===== src/verilog/uhr_pkg.sv =====
// Constants shared by the host register and interrupt identification block
package uhr_pkg;
  // ==========================================================================
  // Register offsets
  localparam logic [2:0] OFS_DATA = 3'h0;
  localparam logic [2:0] OFS_IER  = 3'h1;
  localparam logic [2:0] OFS_IIR  = 3'h2;
  localparam logic [2:0] OFS_LCR  = 3'h3;
  localparam logic [2:0] OFS_MCR  = 3'h4;
  localparam logic [2:0] OFS_LSR  = 3'h5;
  localparam logic [2:0] OFS_MSR  = 3'h6;
  localparam logic [2:0] OFS_SCR  = 3'h7;
  // ==========================================================================
  // Field positions
  localparam int IER_RX_DATA     = 0;
  localparam int IER_TX_EMPTY    = 1;
  localparam int IER_LINE_ERR    = 2;
  localparam int IER_HANDSHAKE   = 3;
  localparam int LCR_DIV_ACCESS  = 7;
  localparam int MCR_IRQ_GATE    = 3;
  localparam int FCR_ENABLE      = 0;
  localparam int FCR_RX_RESET    = 1;
  localparam int FCR_TX_RESET    = 2;
  localparam int FCR_DMA_MODE    = 3;
  localparam int FCR_DEEP        = 5;
  localparam int FCR_TRIG_LO     = 6;
  localparam int IIR_DEEP        = 5;
  localparam int ERR_PARITY      = 0;
  localparam int ERR_FRAME       = 1;
  localparam int ERR_BREAK       = 2;
  // ==========================================================================
  // Masks and identification codes (bits 3:0 of the identification byte)
  localparam logic [7:0] IER_MASK     = 8'h0F;
  localparam logic [7:0] MCR_MASK     = 8'h3F;
  localparam logic [3:0] ID_NONE      = 4'h1;
  localparam logic [3:0] ID_LINE_ERR  = 4'h6;
  localparam logic [3:0] ID_RX_DATA   = 4'h4;
  localparam logic [3:0] ID_TIMEOUT   = 4'hC;
  localparam logic [3:0] ID_TX_EMPTY  = 4'h2;
  localparam logic [3:0] ID_HANDSHAKE = 4'h0;
  // ==========================================================================
  // Reset values
  localparam logic [7:0]  RST_BYTE    = 8'h00;
  localparam logic [15:0] RST_DIVISOR = 16'h0000;
  // ==========================================================================
  // Receive trigger levels, standard and deep queues, per threshold code
  localparam logic [6:0] TRIG_STD [4] = '{7'h01, 7'h04, 7'h08, 7'h0E};
  localparam logic [6:0] TRIG_DEEP[4] = '{7'h01, 7'h10, 7'h20, 7'h38};
  // Idle character times before a receive timeout
  localparam logic [2:0] TIMEOUT_CHARS = 3'h4;
endpackage


===== src/verilog/uhr_regs.sv =====
// Host register file, character queues and interrupt identification
// Function
// RL1: Reset selects single-buffer character mode
// RL2: Queue mode gives 16 or 64-byte queues
// RL3: Requests follow enables, gated by gate output
// RL4: Offset zero reads receive, writes transmit
// RL5: Offset two: read identify, write queue control
// RL6: Divisor access maps offsets zero, one
// RL7: Enable bit 3 handshake change interrupt
// RL8: Enable bit 2 line error interrupt
// RL9: Enable bit 1 transmit empty interrupt
// RL10: Enable bit 0 receive data, timeout
// RL11: Identify read freezes reported highest source
// RL12: Identify bits 7,6 show queue mode
// RL13: Identify bit 5 shows deep queues
// RL14: Identify bit 0 low means pending
// RL15: Code bit 3 zero outside queue mode; a pending timeout keeps code 110 for the first cycle after queue mode is left
// RL16: Line error first, code 011, status clears
// RL17: Receive data second, code 010, level based
// RL18: Timeout second, code 110, four characters
// RL19: Transmit empty third, code 001, clears
// RL20: Handshake change fourth, code 000, status clears
// RL21: Queue control is write-only
// RL22: Format bit 7 selects divisor access
// RL23: Handshake bit 3 drives gate low
// RL24: Queue control ignored unless enable set
// RL25: Enable bits 7..4 read zero
// RL26: Host interrupt is pending and gate, registered
`timescale 1ns/1ns
`default_nettype none
module uhr_regs #(
  parameter int QUEUE_DEPTH = 16,
  parameter int DEEP_DEPTH  = 64,
  parameter bit HAS_DEEP    = 1'b1
) (
  input  wire logic        ref_clk,
  input  wire logic        rst,
  input  wire logic [2:0]  io_addr,
  input  wire logic        io_rd,
  input  wire logic        io_wr,
  input  wire logic [7:0]  io_wdata,
  output logic      [7:0]  io_rdata,
  input  wire logic        rx_push,
  input  wire logic [7:0]  rx_push_data,
  input  wire logic [2:0]  rx_push_err,
  input  wire logic        char_time_tick,
  output logic             tx_valid,
  output logic      [7:0]  tx_data,
  input  wire logic        tx_ready,
  input  wire logic        tx_shift_empty,
  input  wire logic [3:0]  handshake_in,
  output logic      [15:0] baud_divisor,
  output logic      [7:0]  frame_format,
  output logic      [7:0]  handshake_ctl,
  output logic             dma_mode,
  output logic             queue_mode_flag,
  output logic             host_irq_gate_output_n,
  output logic             host_irq
);
  localparam int MEM_DEPTH = HAS_DEEP ? DEEP_DEPTH : QUEUE_DEPTH;
  localparam int PW        = $clog2(MEM_DEPTH);
  localparam int CW        = $clog2(MEM_DEPTH + 1);

  // ==========================================================================
  // Register state
  logic [7:0]  ier_q;
  logic [7:0]  lcr_q;
  logic [7:0]  mcr_q;
  logic [7:0]  scr_q;
  logic [15:0] div_q;
  logic        fifo_en_q;
  logic        deep_en_q;
  logic        dma_q;
  logic [1:0]  trig_sel_q;
  logic [7:0]  rdata_q;
  logic        irq_q;
  logic divisor_access_select;
  logic wr_data;
  logic wr_fcr;
  logic rd_data;
  logic rd_iir;
  logic rd_lsr;
  logic rd_msr;
  assign divisor_access_select    = lcr_q[uhr_pkg::LCR_DIV_ACCESS]; // RL22
  assign wr_data = io_wr && io_addr == uhr_pkg::OFS_DATA && !divisor_access_select; // RL4
  assign wr_fcr  = io_wr && io_addr == uhr_pkg::OFS_IIR; // RL5
  assign rd_data = io_rd && io_addr == uhr_pkg::OFS_DATA && !divisor_access_select; // RL4
  assign rd_iir  = io_rd && io_addr == uhr_pkg::OFS_IIR; // RL5
  assign rd_lsr  = io_rd && io_addr == uhr_pkg::OFS_LSR;
  assign rd_msr  = io_rd && io_addr == uhr_pkg::OFS_MSR;
  always_ff @(posedge ref_clk) begin
    if (rst) begin
      ier_q <= uhr_pkg::RST_BYTE;
      lcr_q <= uhr_pkg::RST_BYTE;
      mcr_q <= uhr_pkg::RST_BYTE;
      scr_q <= uhr_pkg::RST_BYTE;
      div_q <= uhr_pkg::RST_DIVISOR;
    end else if (io_wr) begin
      unique case (io_addr)
        uhr_pkg::OFS_DATA: begin
          if (divisor_access_select) begin
            div_q[7:0] <= io_wdata; // RL6
          end
        end
        uhr_pkg::OFS_IER: begin
          if (divisor_access_select) begin
            div_q[15:8] <= io_wdata; // RL6
          end else begin
            ier_q <= io_wdata & uhr_pkg::IER_MASK; // RL25
          end
        end
        uhr_pkg::OFS_LCR: lcr_q <= io_wdata;
        uhr_pkg::OFS_MCR: mcr_q <= io_wdata & uhr_pkg::MCR_MASK;
        uhr_pkg::OFS_SCR: scr_q <= io_wdata;
        default: ;
      endcase
    end
  end

  // ==========================================================================
  // Queue control, write-only
  logic rx_clr;
  logic tx_clr;
  always_ff @(posedge ref_clk) begin
    if (rst) begin
      fifo_en_q  <= 1'b0; // RL1
      deep_en_q  <= 1'b0;
      dma_q      <= 1'b0;
      trig_sel_q <= 2'h0;
    end else if (wr_fcr) begin
      fifo_en_q <= io_wdata[uhr_pkg::FCR_ENABLE]; // RL21
      if (io_wdata[uhr_pkg::FCR_ENABLE]) begin // RL24
        dma_q      <= io_wdata[uhr_pkg::FCR_DMA_MODE];
        trig_sel_q <= io_wdata[uhr_pkg::FCR_TRIG_LO +: 2];
        if (divisor_access_select) begin
          deep_en_q <= HAS_DEEP && io_wdata[uhr_pkg::FCR_DEEP]; // RL2
        end
      end
    end
  end

  // Leaving or entering queue mode, or a clear of enable, empties both queues
  assign rx_clr = wr_fcr && (!io_wdata[uhr_pkg::FCR_ENABLE] || io_wdata[uhr_pkg::FCR_RX_RESET] ||
                  !fifo_en_q); // RL24
  assign tx_clr = wr_fcr && (!io_wdata[uhr_pkg::FCR_ENABLE] || io_wdata[uhr_pkg::FCR_TX_RESET] ||
                  !fifo_en_q); // RL24
  logic [CW-1:0] cap;
  logic [6:0]    trig;
  always_comb begin
    if (!fifo_en_q) begin
      cap = CW'(1); // RL1
    end else if (deep_en_q) begin
      cap = CW'(DEEP_DEPTH); // RL2
    end else begin
      cap = CW'(QUEUE_DEPTH); // RL2
    end
    trig = deep_en_q ? uhr_pkg::TRIG_DEEP[trig_sel_q] : uhr_pkg::TRIG_STD[trig_sel_q];
  end

  // ==========================================================================
  // Receive queue with per-character error bits
  logic [10:0]   rx_mem [MEM_DEPTH];
  logic [PW-1:0] rx_wp_q;
  logic [PW-1:0] rx_rp_q;
  logic [CW-1:0] rx_cnt_q;
  logic          rx_empty;
  logic          rx_pop;
  logic          rx_acc;
  logic          rx_ovr;
  assign rx_empty = rx_cnt_q == '0;
  assign rx_pop   = rd_data && !rx_empty; // RL4
  assign rx_acc   = rx_push && (rx_cnt_q < cap || rx_pop);
  assign rx_ovr   = rx_push && !rx_acc;
  always_ff @(posedge ref_clk) begin
    if (rx_acc) begin
      rx_mem[rx_wp_q] <= {rx_push_err, rx_push_data};
    end
  end
  always_ff @(posedge ref_clk) begin
    if (rst || rx_clr) begin
      rx_wp_q  <= '0;
      rx_rp_q  <= '0;
      rx_cnt_q <= '0;
    end else begin
      rx_wp_q  <= rx_wp_q + PW'(rx_acc);
      rx_rp_q  <= rx_rp_q + PW'(rx_pop);
      rx_cnt_q <= rx_cnt_q + CW'(rx_acc) - CW'(rx_pop);
    end
  end

  // ==========================================================================
  // Transmit queue
  logic [7:0]    tx_mem [MEM_DEPTH];
  logic [PW-1:0] tx_wp_q;
  logic [PW-1:0] tx_rp_q;
  logic [CW-1:0] tx_cnt_q;
  logic          tx_empty;
  logic          tx_pop;
  logic          tx_acc;
  assign tx_empty = tx_cnt_q == '0;
  assign tx_pop   = tx_ready && !tx_empty;
  assign tx_acc   = wr_data && tx_cnt_q < cap; // RL4
  assign tx_valid = !tx_empty;
  assign tx_data  = tx_mem[tx_rp_q];
  always_ff @(posedge ref_clk) begin
    if (tx_acc) begin
      tx_mem[tx_wp_q] <= io_wdata;
    end
  end
  always_ff @(posedge ref_clk) begin
    if (rst || tx_clr) begin
      tx_wp_q  <= '0;
      tx_rp_q  <= '0;
      tx_cnt_q <= '0;
    end else begin
      tx_wp_q  <= tx_wp_q + PW'(tx_acc);
      tx_rp_q  <= tx_rp_q + PW'(tx_pop);
      tx_cnt_q <= tx_cnt_q + CW'(tx_acc) - CW'(tx_pop);
    end
  end

  // ==========================================================================
  // Line status: errors latch when their character reaches the head
  logic       head_seen_q;
  logic       oe_q;
  logic [2:0] err_q;
  logic [2:0] head_err;
  logic       head_new;
  assign head_err = rx_mem[rx_rp_q][10:8];
  assign head_new = !rx_empty && !head_seen_q;
  always_ff @(posedge ref_clk) begin
    if (rst || rx_clr || rx_pop) begin
      head_seen_q <= 1'b0;
    end else if (head_new) begin
      head_seen_q <= 1'b1;
    end
  end
  // Set wins over the clear by a status read
  always_ff @(posedge ref_clk) begin
    if (rst) begin
      oe_q  <= 1'b0;
      err_q <= 3'h0;
    end else begin
      oe_q  <= rx_ovr || (oe_q && !rd_lsr); // RL16
      err_q <= (head_new ? head_err : 3'h0) | (rd_lsr ? 3'h0 : err_q); // RL16
    end
  end
  logic       line_err;
  logic [7:0] lsr;
  assign line_err = oe_q || (|err_q);
  always_comb begin
    lsr    = 8'h00;
    lsr[0] = !rx_empty;
    lsr[1] = oe_q;
    lsr[2] = err_q[uhr_pkg::ERR_PARITY];
    lsr[3] = err_q[uhr_pkg::ERR_FRAME];
    lsr[4] = err_q[uhr_pkg::ERR_BREAK];
    lsr[5] = tx_empty;
    lsr[6] = tx_empty && tx_shift_empty;
    lsr[7] = fifo_en_q && (|err_q);
  end

  // ==========================================================================
  // Handshake input changes
  logic [3:0] hs_prev_q;
  logic [3:0] hs_delta_q;
  always_ff @(posedge ref_clk) begin
    if (rst) begin
      hs_prev_q  <= 4'h0;
      hs_delta_q <= 4'h0;
    end else begin
      hs_prev_q  <= handshake_in;
      hs_delta_q <= (handshake_in ^ hs_prev_q) | (rd_msr ? 4'h0 : hs_delta_q); // RL20
    end
  end

  // ==========================================================================
  // Receive timeout after idle character times
  logic [2:0] to_cnt_q;
  logic       to_q;
  always_ff @(posedge ref_clk) begin
    if (rst || !fifo_en_q || rx_empty || rx_acc || rx_pop) begin
      to_cnt_q <= 3'h0;
    end else if (char_time_tick && to_cnt_q != uhr_pkg::TIMEOUT_CHARS) begin
      to_cnt_q <= to_cnt_q + 3'h1; // RL18
    end
  end
  always_ff @(posedge ref_clk) begin
    if (rst || !fifo_en_q || rx_empty || rx_pop) begin
      to_q <= 1'b0; // RL18
    end else if (char_time_tick && !rx_acc && to_cnt_q == uhr_pkg::TIMEOUT_CHARS - 3'h1) begin
      to_q <= 1'b1; // RL18
    end
  end

  // ==========================================================================
  // Transmit empty event
  logic tx_empty_prev_q;
  logic thre_q;
  logic thre_set;
  logic thre_clr;
  logic [3:0] id_code;
  assign thre_set = (tx_empty && !tx_empty_prev_q) ||
                    (io_wr && io_addr == uhr_pkg::OFS_IER && !divisor_access_select &&
                     io_wdata[uhr_pkg::IER_TX_EMPTY] && !ier_q[uhr_pkg::IER_TX_EMPTY] && tx_empty);
  assign thre_clr = wr_data || (rd_iir && id_code == uhr_pkg::ID_TX_EMPTY); // RL19
  always_ff @(posedge ref_clk) begin
    if (rst) begin
      tx_empty_prev_q <= 1'b1;
      thre_q          <= 1'b0;
    end else begin
      tx_empty_prev_q <= tx_empty;
      thre_q          <= thre_set || (thre_q && !thre_clr); // RL19
    end
  end

  // ==========================================================================
  // Prioritised identification
  logic ls_pend;
  logic rx_pend;
  logic to_pend;
  logic tx_pend;
  logic hs_pend;
  logic any_pend;
  assign ls_pend  = ier_q[uhr_pkg::IER_LINE_ERR] && line_err; // RL8
  assign rx_pend  = ier_q[uhr_pkg::IER_RX_DATA] &&
                    (fifo_en_q ? rx_cnt_q >= CW'(trig) : !rx_empty); // RL10 RL17
  assign to_pend  = ier_q[uhr_pkg::IER_RX_DATA] && to_q; // RL10
  assign tx_pend  = ier_q[uhr_pkg::IER_TX_EMPTY] && thre_q; // RL9
  assign hs_pend  = ier_q[uhr_pkg::IER_HANDSHAKE] && (|hs_delta_q); // RL7
  assign any_pend = ls_pend || rx_pend || to_pend || tx_pend || hs_pend; // RL3
  always_comb begin
    if (ls_pend) begin
      id_code = uhr_pkg::ID_LINE_ERR; // RL16
    end else if (rx_pend) begin
      id_code = uhr_pkg::ID_RX_DATA; // RL17
    end else if (to_pend) begin
      id_code = uhr_pkg::ID_TIMEOUT; // RL18 RL15
    end else if (tx_pend) begin
      id_code = uhr_pkg::ID_TX_EMPTY; // RL19
    end else if (hs_pend) begin
      id_code = uhr_pkg::ID_HANDSHAKE; // RL20
    end else begin
      id_code = uhr_pkg::ID_NONE; // RL14
    end
  end
  logic [7:0] iir;
  always_comb begin
    iir      = {4'h0, id_code};
    iir[7:6] = {2{fifo_en_q}}; // RL12
    iir[uhr_pkg::IIR_DEEP] = fifo_en_q && deep_en_q; // RL13
  end

  // ==========================================================================
  // Read data; the identification byte is taken in the read cycle itself
  logic [7:0] rdata_d;
  always_comb begin
    unique case (io_addr)
      uhr_pkg::OFS_DATA: rdata_d = divisor_access_select ? div_q[7:0] : rx_mem[rx_rp_q][7:0]; // RL4 RL6
      uhr_pkg::OFS_IER:  rdata_d = divisor_access_select ? div_q[15:8] : ier_q; // RL6 RL25
      uhr_pkg::OFS_IIR:  rdata_d = iir; // RL11
      uhr_pkg::OFS_LCR:  rdata_d = lcr_q;
      uhr_pkg::OFS_MCR:  rdata_d = mcr_q;
      uhr_pkg::OFS_LSR:  rdata_d = lsr;
      uhr_pkg::OFS_MSR:  rdata_d = {hs_prev_q, hs_delta_q};
      uhr_pkg::OFS_SCR:  rdata_d = scr_q;
    endcase
  end
  always_ff @(posedge ref_clk) begin
    if (rst) begin
      rdata_q <= uhr_pkg::RST_BYTE;
    end else if (io_rd) begin
      rdata_q <= rdata_d; // RL11
    end
  end

  // ==========================================================================
  // Host interrupt
  always_ff @(posedge ref_clk) begin
    if (rst) begin
      irq_q <= 1'b0;
    end else begin
      irq_q <= any_pend && mcr_q[uhr_pkg::MCR_IRQ_GATE]; // RL26 RL3
    end
  end
  assign io_rdata               = rdata_q;
  assign baud_divisor           = div_q;
  assign frame_format           = lcr_q;
  assign handshake_ctl          = mcr_q;
  assign dma_mode               = dma_q;
  assign queue_mode_flag        = fifo_en_q;
  assign host_irq_gate_output_n = !mcr_q[uhr_pkg::MCR_IRQ_GATE]; // RL23
  assign host_irq               = irq_q;
endmodule
`default_nettype wire


===== config.mk =====
export PLATFORM = sky130hd
export DESIGN_NAME = uhr_regs
export DESIGN_NICKNAME = d
export VERILOG_FILES = /design/src/verilog/uhr_pkg.sv /design/src/verilog/uhr_regs.sv
export SDC_FILE = /design/constraint.sdc
export NUM_CORES = 1
export LEC_CHECK = 0
export BUFFER_PORTS_ARGS = -buffer_cell sky130_fd_sc_hd__buf_2
export CAP_MARGIN = 20
export CORE_ASPECT_RATIO = 0.75
export CORE_MARGIN = 5
export CORE_UTILIZATION = 60
export CTS_BUF_LIST = sky130_fd_sc_hd__clkbuf_8
export DETAILED_ROUTE_END_ITERATION = 10
export GPL_ROUTABILITY_DRIVEN = 0
export MAX_ROUTING_LAYER = met4
export PLACE_DENSITY = 0.8
export SYNTH_ARGS = -nofsm -noshare
export SYNTH_HDL_FRONTEND = slang
export SYNTH_SLANG_ARGS = --single-unit

===== constraint.sdc =====
create_clock -name ref_clk -period 4.1 [get_ports ref_clk]
set_input_delay 0.82 -clock ref_clk [delete_from_list [all_inputs] [get_ports ref_clk]]
set_output_delay 0.82 -clock ref_clk [all_outputs]
set_load 0.01 [all_outputs]

==> metrics.txt <==
# TYPE chip_impl_metric gauge
chip_impl_info{name="outcome",value="finished, violations left"} 1
chip_impl_info{name="violations_in_the_final_reports",value="negative setup slack"} 1
chip_impl_metric{name="worst_ep_required_time",unit="ns"} 3.28
chip_impl_metric{name="power.share.clock",unit="%"} 33.9
chip_impl_metric{name="clock_skew",unit="ns"} 0.0594
chip_impl_metric{name="place_area",unit="um2"} 55700
chip_impl_metric{name="final_min_period_over_clock_period",unit="%"} 103
chip_impl_metric{name="hold_ws",unit="ns"} 0.215
chip_impl_metric{name="clk_path_buf_depth",unit=""} 3
chip_impl_metric{name="fill_cells",unit=""} 5144
chip_impl_info{name="critPathCapture",value="tx_data[0]"} 1
chip_impl_metric{name="clock.fmax",unit="GHz"} 0.237
chip_impl_metric{name="post-layout-total-power",unit="mW"} 28.6
chip_impl_metric{name="net-switching-power",unit="mW"} 7.24
chip_impl_info{name="tritoncts",value="done"} 1
chip_impl_metric{name="worst-slew-pin-transition",unit="ns"} 1.14
chip_impl_metric{name="die_height",unit="um"} 267
chip_impl_metric{name="postSynthRegisterBits",unit=""} 1329
chip_impl_metric{name="synthDominantCellAreaShare",unit="%"} 69.3
chip_impl_metric{name="timing.final.crit_period",unit="ns"} 4.22
chip_impl_metric{name="grt_remaining_overflow",unit=""} 0
chip_impl_metric{name="violation_count_after_the_first_detailed_routing_iteration",unit=""} 4481
chip_impl_metric{name="cts_made_buffers",unit=""} 188
chip_impl_metric{name="area_delta_synth_final",unit="%"} 13.4
chip_impl_metric{name="p_leak",unit="nW"} 19.4
chip_impl_metric{name="wirelength",unit="um"} 133000
chip_impl_metric{name="grt_first_pass_wirelength",unit="um"} 191000
chip_impl_metric{name="antenna_violations_before_repair",unit=""} 8
chip_impl_info{name="synth.top_cells.by_area",value="edfxtp_1 (69%), mux4_2 (14%), dfxtp_1 (4.3%)"} 1
chip_impl_metric{name="route.detailed.wl_per_inst",unit="um"} 30.2
chip_impl_metric{name="final_hpwl_dp",unit="um"} 81800
chip_impl_metric{name="layout.area.seq",unit="um2"} 38800
chip_impl_metric{name="core_region_area",unit="um2"} 87400
chip_impl_metric{name="seqPwrFrac",unit="%"} 52.9
chip_impl_metric{name="initial_core_util",unit="%"} 60.3
chip_impl_metric{name="groute.usage.overall",unit="%"} 28.5
chip_impl_metric{name="powerDensity",unit="nW/um2"} 478
chip_impl_metric{name="grt_pass1_vias",unit=""} 29000
chip_impl_metric{name="post_route_worst_setup_slack",unit="ns"} -0.123
chip_impl_metric{name="post-route-cell-area",unit="um2"} 59800
chip_impl_info{name="root_buffer",value="clkbuf_8"} 1
chip_impl_metric{name="drt_pre_antenna_iters",unit=""} 6
chip_impl_metric{name="multi_input_comb_area",unit="um2"} 13100
chip_impl_metric{name="synth.lib_cells_used.distinct",unit=""} 73
chip_impl_metric{name="max_cap_violations",unit=""} 0
chip_impl_metric{name="synth_area_per_cell",unit="um2"} 19.2
chip_impl_metric{name="ys_warn_count",unit=""} 0
chip_impl_metric{name="reg2regPathDepth",unit=""} 16
chip_impl_metric{name="worst-endpoint-arrival",unit="ns"} 3.40
chip_impl_metric{name="setup_viol_count_final",unit=""} 8
chip_impl_metric{name="holdPathStages",unit=""} 2
chip_impl_info{name="hp-class",value="in -> reg"} 1
chip_impl_metric{name="num_vias",unit=""} 29400
chip_impl_info{name="synth_top_flop_cell",value="edfxtp_1"} 1
chip_impl_metric{name="drt.antenna.violating_nets",unit=""} 0
chip_impl_metric{name="cts.sink_count",unit=""} 1329
chip_impl_metric{name="ir_drop",unit="V"} 0.000380
chip_impl_info{name="worst-setup-path-type",value="reg -> out"} 1
chip_impl_metric{name="p_int",unit="mW"} 21.4
chip_impl_metric{name="worstSkewPairLatency",unit="ns"} 0.85
chip_impl_metric{name="pre_cts_slack",unit="ns"} 0.124
chip_impl_metric{name="r2r_slack",unit="ns"} 0.30
chip_impl_metric{name="hold_violations",unit=""} 0
chip_impl_metric{name="seq_area_frac_synth",unit="%"} 73.6
chip_impl_metric{name="max_fo_critical_path",unit=""} 9
chip_impl_metric{name="synthesis.area",unit="um2"} 52700
chip_impl_info{name="synth.cells.most_frequent",value="edfxtp_1 (1216), mux4_2 (323), nor2_1 (232)"} 1
chip_impl_info{name="post-synth-top-count-cell",value="edfxtp_1"} 1
chip_impl_metric{name="synthCells",unit=""} 2749
chip_impl_info{name="end_kind",value="output pin"} 1
chip_impl_metric{name="dieArea",unit="um2"} 93900
chip_impl_info{name="yosys.area.top_type",value="edfxtp_1"} 1
chip_impl_metric{name="via_per_inst",unit=""} 6.65
chip_impl_metric{name="placementRows",unit=""} 94
chip_impl_metric{name="sw_frac_of_total",unit="%"} 25.3
chip_impl_metric{name="tns",unit="ns"} -0.689
chip_impl_metric{name="number_of_flops_mapped_to_enable_cells_by_yosys",unit=""} 1216
chip_impl_metric{name="grt_max_degree",unit=""} 67
chip_impl_metric{name="port-buffer-count",unit=""} 84
chip_impl_metric{name="power_frac_comb",unit="%"} 13.2
chip_impl_metric{name="layout.nets",unit=""} 3188
chip_impl_metric{name="slew-limit-headroom",unit="%"} 23.8
chip_impl_metric{name="cts_htree_levels",unit=""} 4
chip_impl_metric{name="synth_async_sr_flop_share",unit="%"} 0
chip_impl_metric{name="fp.dieW",unit="um"} 352
chip_impl_metric{name="drc_errors",unit=""} 0
chip_impl_info{name="rsz0062_at_grt",value="true"} 1
chip_impl_info{name="crit_path_start_kind",value="flop"} 1
chip_impl_info{name="worstReg2RegEnd",value="tx_cnt_q[6]"} 1
chip_impl_info{name="reg2reg_from",value="tx_cnt_q[1]"} 1
chip_impl_metric{name="quantity_of_hold_fixing_buffers_added_after_cts",unit=""} 0
chip_impl_info{name="timing.critical_path.from",value="tx_rp_q[0]"} 1
chip_impl_metric{name="io_pins",unit=""} 87
chip_impl_metric{name="final_max_slew_viol_count",unit=""} 0
chip_impl_metric{name="layout-drive-gt1-share",unit="%"} 28.5
chip_impl_metric{name="clk_pin_slew",unit="ns"} 0.07
-- metrics by stage --
stage          utilization (%)  cells
6_report                  68.4   4422
5_1_grt                   68.4   4422
4_1_cts                   68.0   4402
3_5_place_dp              63.7   4048
3_3_place_gp              63.7   4048
2_1_floorplan                -   2750
-- critical path, cell delays in order, from the launching register on --
cell and delay [ns]:
dfxtp_4 0.37, buf_12 0.19, buf_16 0.18, mux4_2 0.57, mux4_2 0.55, mux4_2 0.53, buf_6 0.15
-- layer usage --
metal  up-vias  share of wire [%]  track usage, %
met5         -                  0               -
met4         0                2.5            7.82
met3       263                 14            8.44
met2      2350                 46            40.8
met1     15000                 38            40.9
li1      11800                  -               -
-- layout make-up --
| cell class | instances | area share (%) |
|---|---|---|
| inverter | 31 | 0.195 |
| clock inverter | 148 | 1.31 |
| sequential | 1329 | 64.9 |
| antenna | 6 | 0.0251 |
| tap | 1152 | 2.41 |
| multi-input combinational | 1236 | 21.9 |
| clock buffer | 194 | 4.47 |
| timing repair buffer | 326 | 4.75 |
-- sequential cells by signal, indices dropped and copies added (netlist names), 7 cells and up --
register / flops
tx_mem: 512
baud_divisor: 16
scr_q: 8
frame_format: 8
rx_cnt_q: 7
io_rdata: 8
tx_cnt_q: 7
rx_mem: 704
-- how the worst min path moves through the flow --
stage                         start      endpoint  slack (ns)
floorplan                  scr_q[0]      scr_q[0]        0.43
global placement           scr_q[5]      scr_q[5]        0.44
detailed placement         scr_q[5]      scr_q[5]        0.45
CTS                 handshake_in[1]  hs_prev_q[1]        0.16
global route        handshake_in[3]  hs_prev_q[3]        0.19
finish              handshake_in[1]  hs_prev_q[1]        0.21
-- power groups by stage --
stage | Combinational (mW) | Sequential, mW | Clock [mW]
2_1_floorplan | 2.14 | 15.3 | 0
3_3_place_gp | 3.14 | 15.4 | 0
3_5_place_dp | 3.27 | 15.4 | 0
4_1_cts | 3.57 | 15.1 | 9.71
5_1_grt | 3.98 | 15.1 | 10.5
6_report | 3.77 | 15.1 | 9.69
-- kinds of logic after synthesis --
family                     share of synthesized area (%)
AOI/OAI and AO/OA                                   2.63
xor gates and xnor gates                           0.465
buffers and inverters                               1.55
adders and majority gates                           1.03
other                                            0.00711
muxes                                               16.6
DFF                                                 73.6
and+or+nand+nor                                     4.16
-- layout by cell type (no fill, tap or decap), types with 49 or more instances in the layout --
| master | n |
|---|---|
| clkinv_1 | 49 |
| dfxtp_1 | 108 |
| edfxtp_1 | 1216 |
| mux4_2 | 323 |
| buf_4 | 202 |
| clkbuf_8 | 194 |
| mux2i_1 | 132 |
| inv_1 | 80 |
| nand2_1 | 114 |
| a21oi_1 | 64 |
| buf_2 | 79 |
| nor2_1 | 232 |
-- repair_timing --
item | in CTS | in global routing
setup buffers | 6 | 2
setup endpoints to repair | 8 | 8
cloned | 6 | 4
resized for setup | 16 | 7
Note: power is estimated with default switching activity, not from simulation.
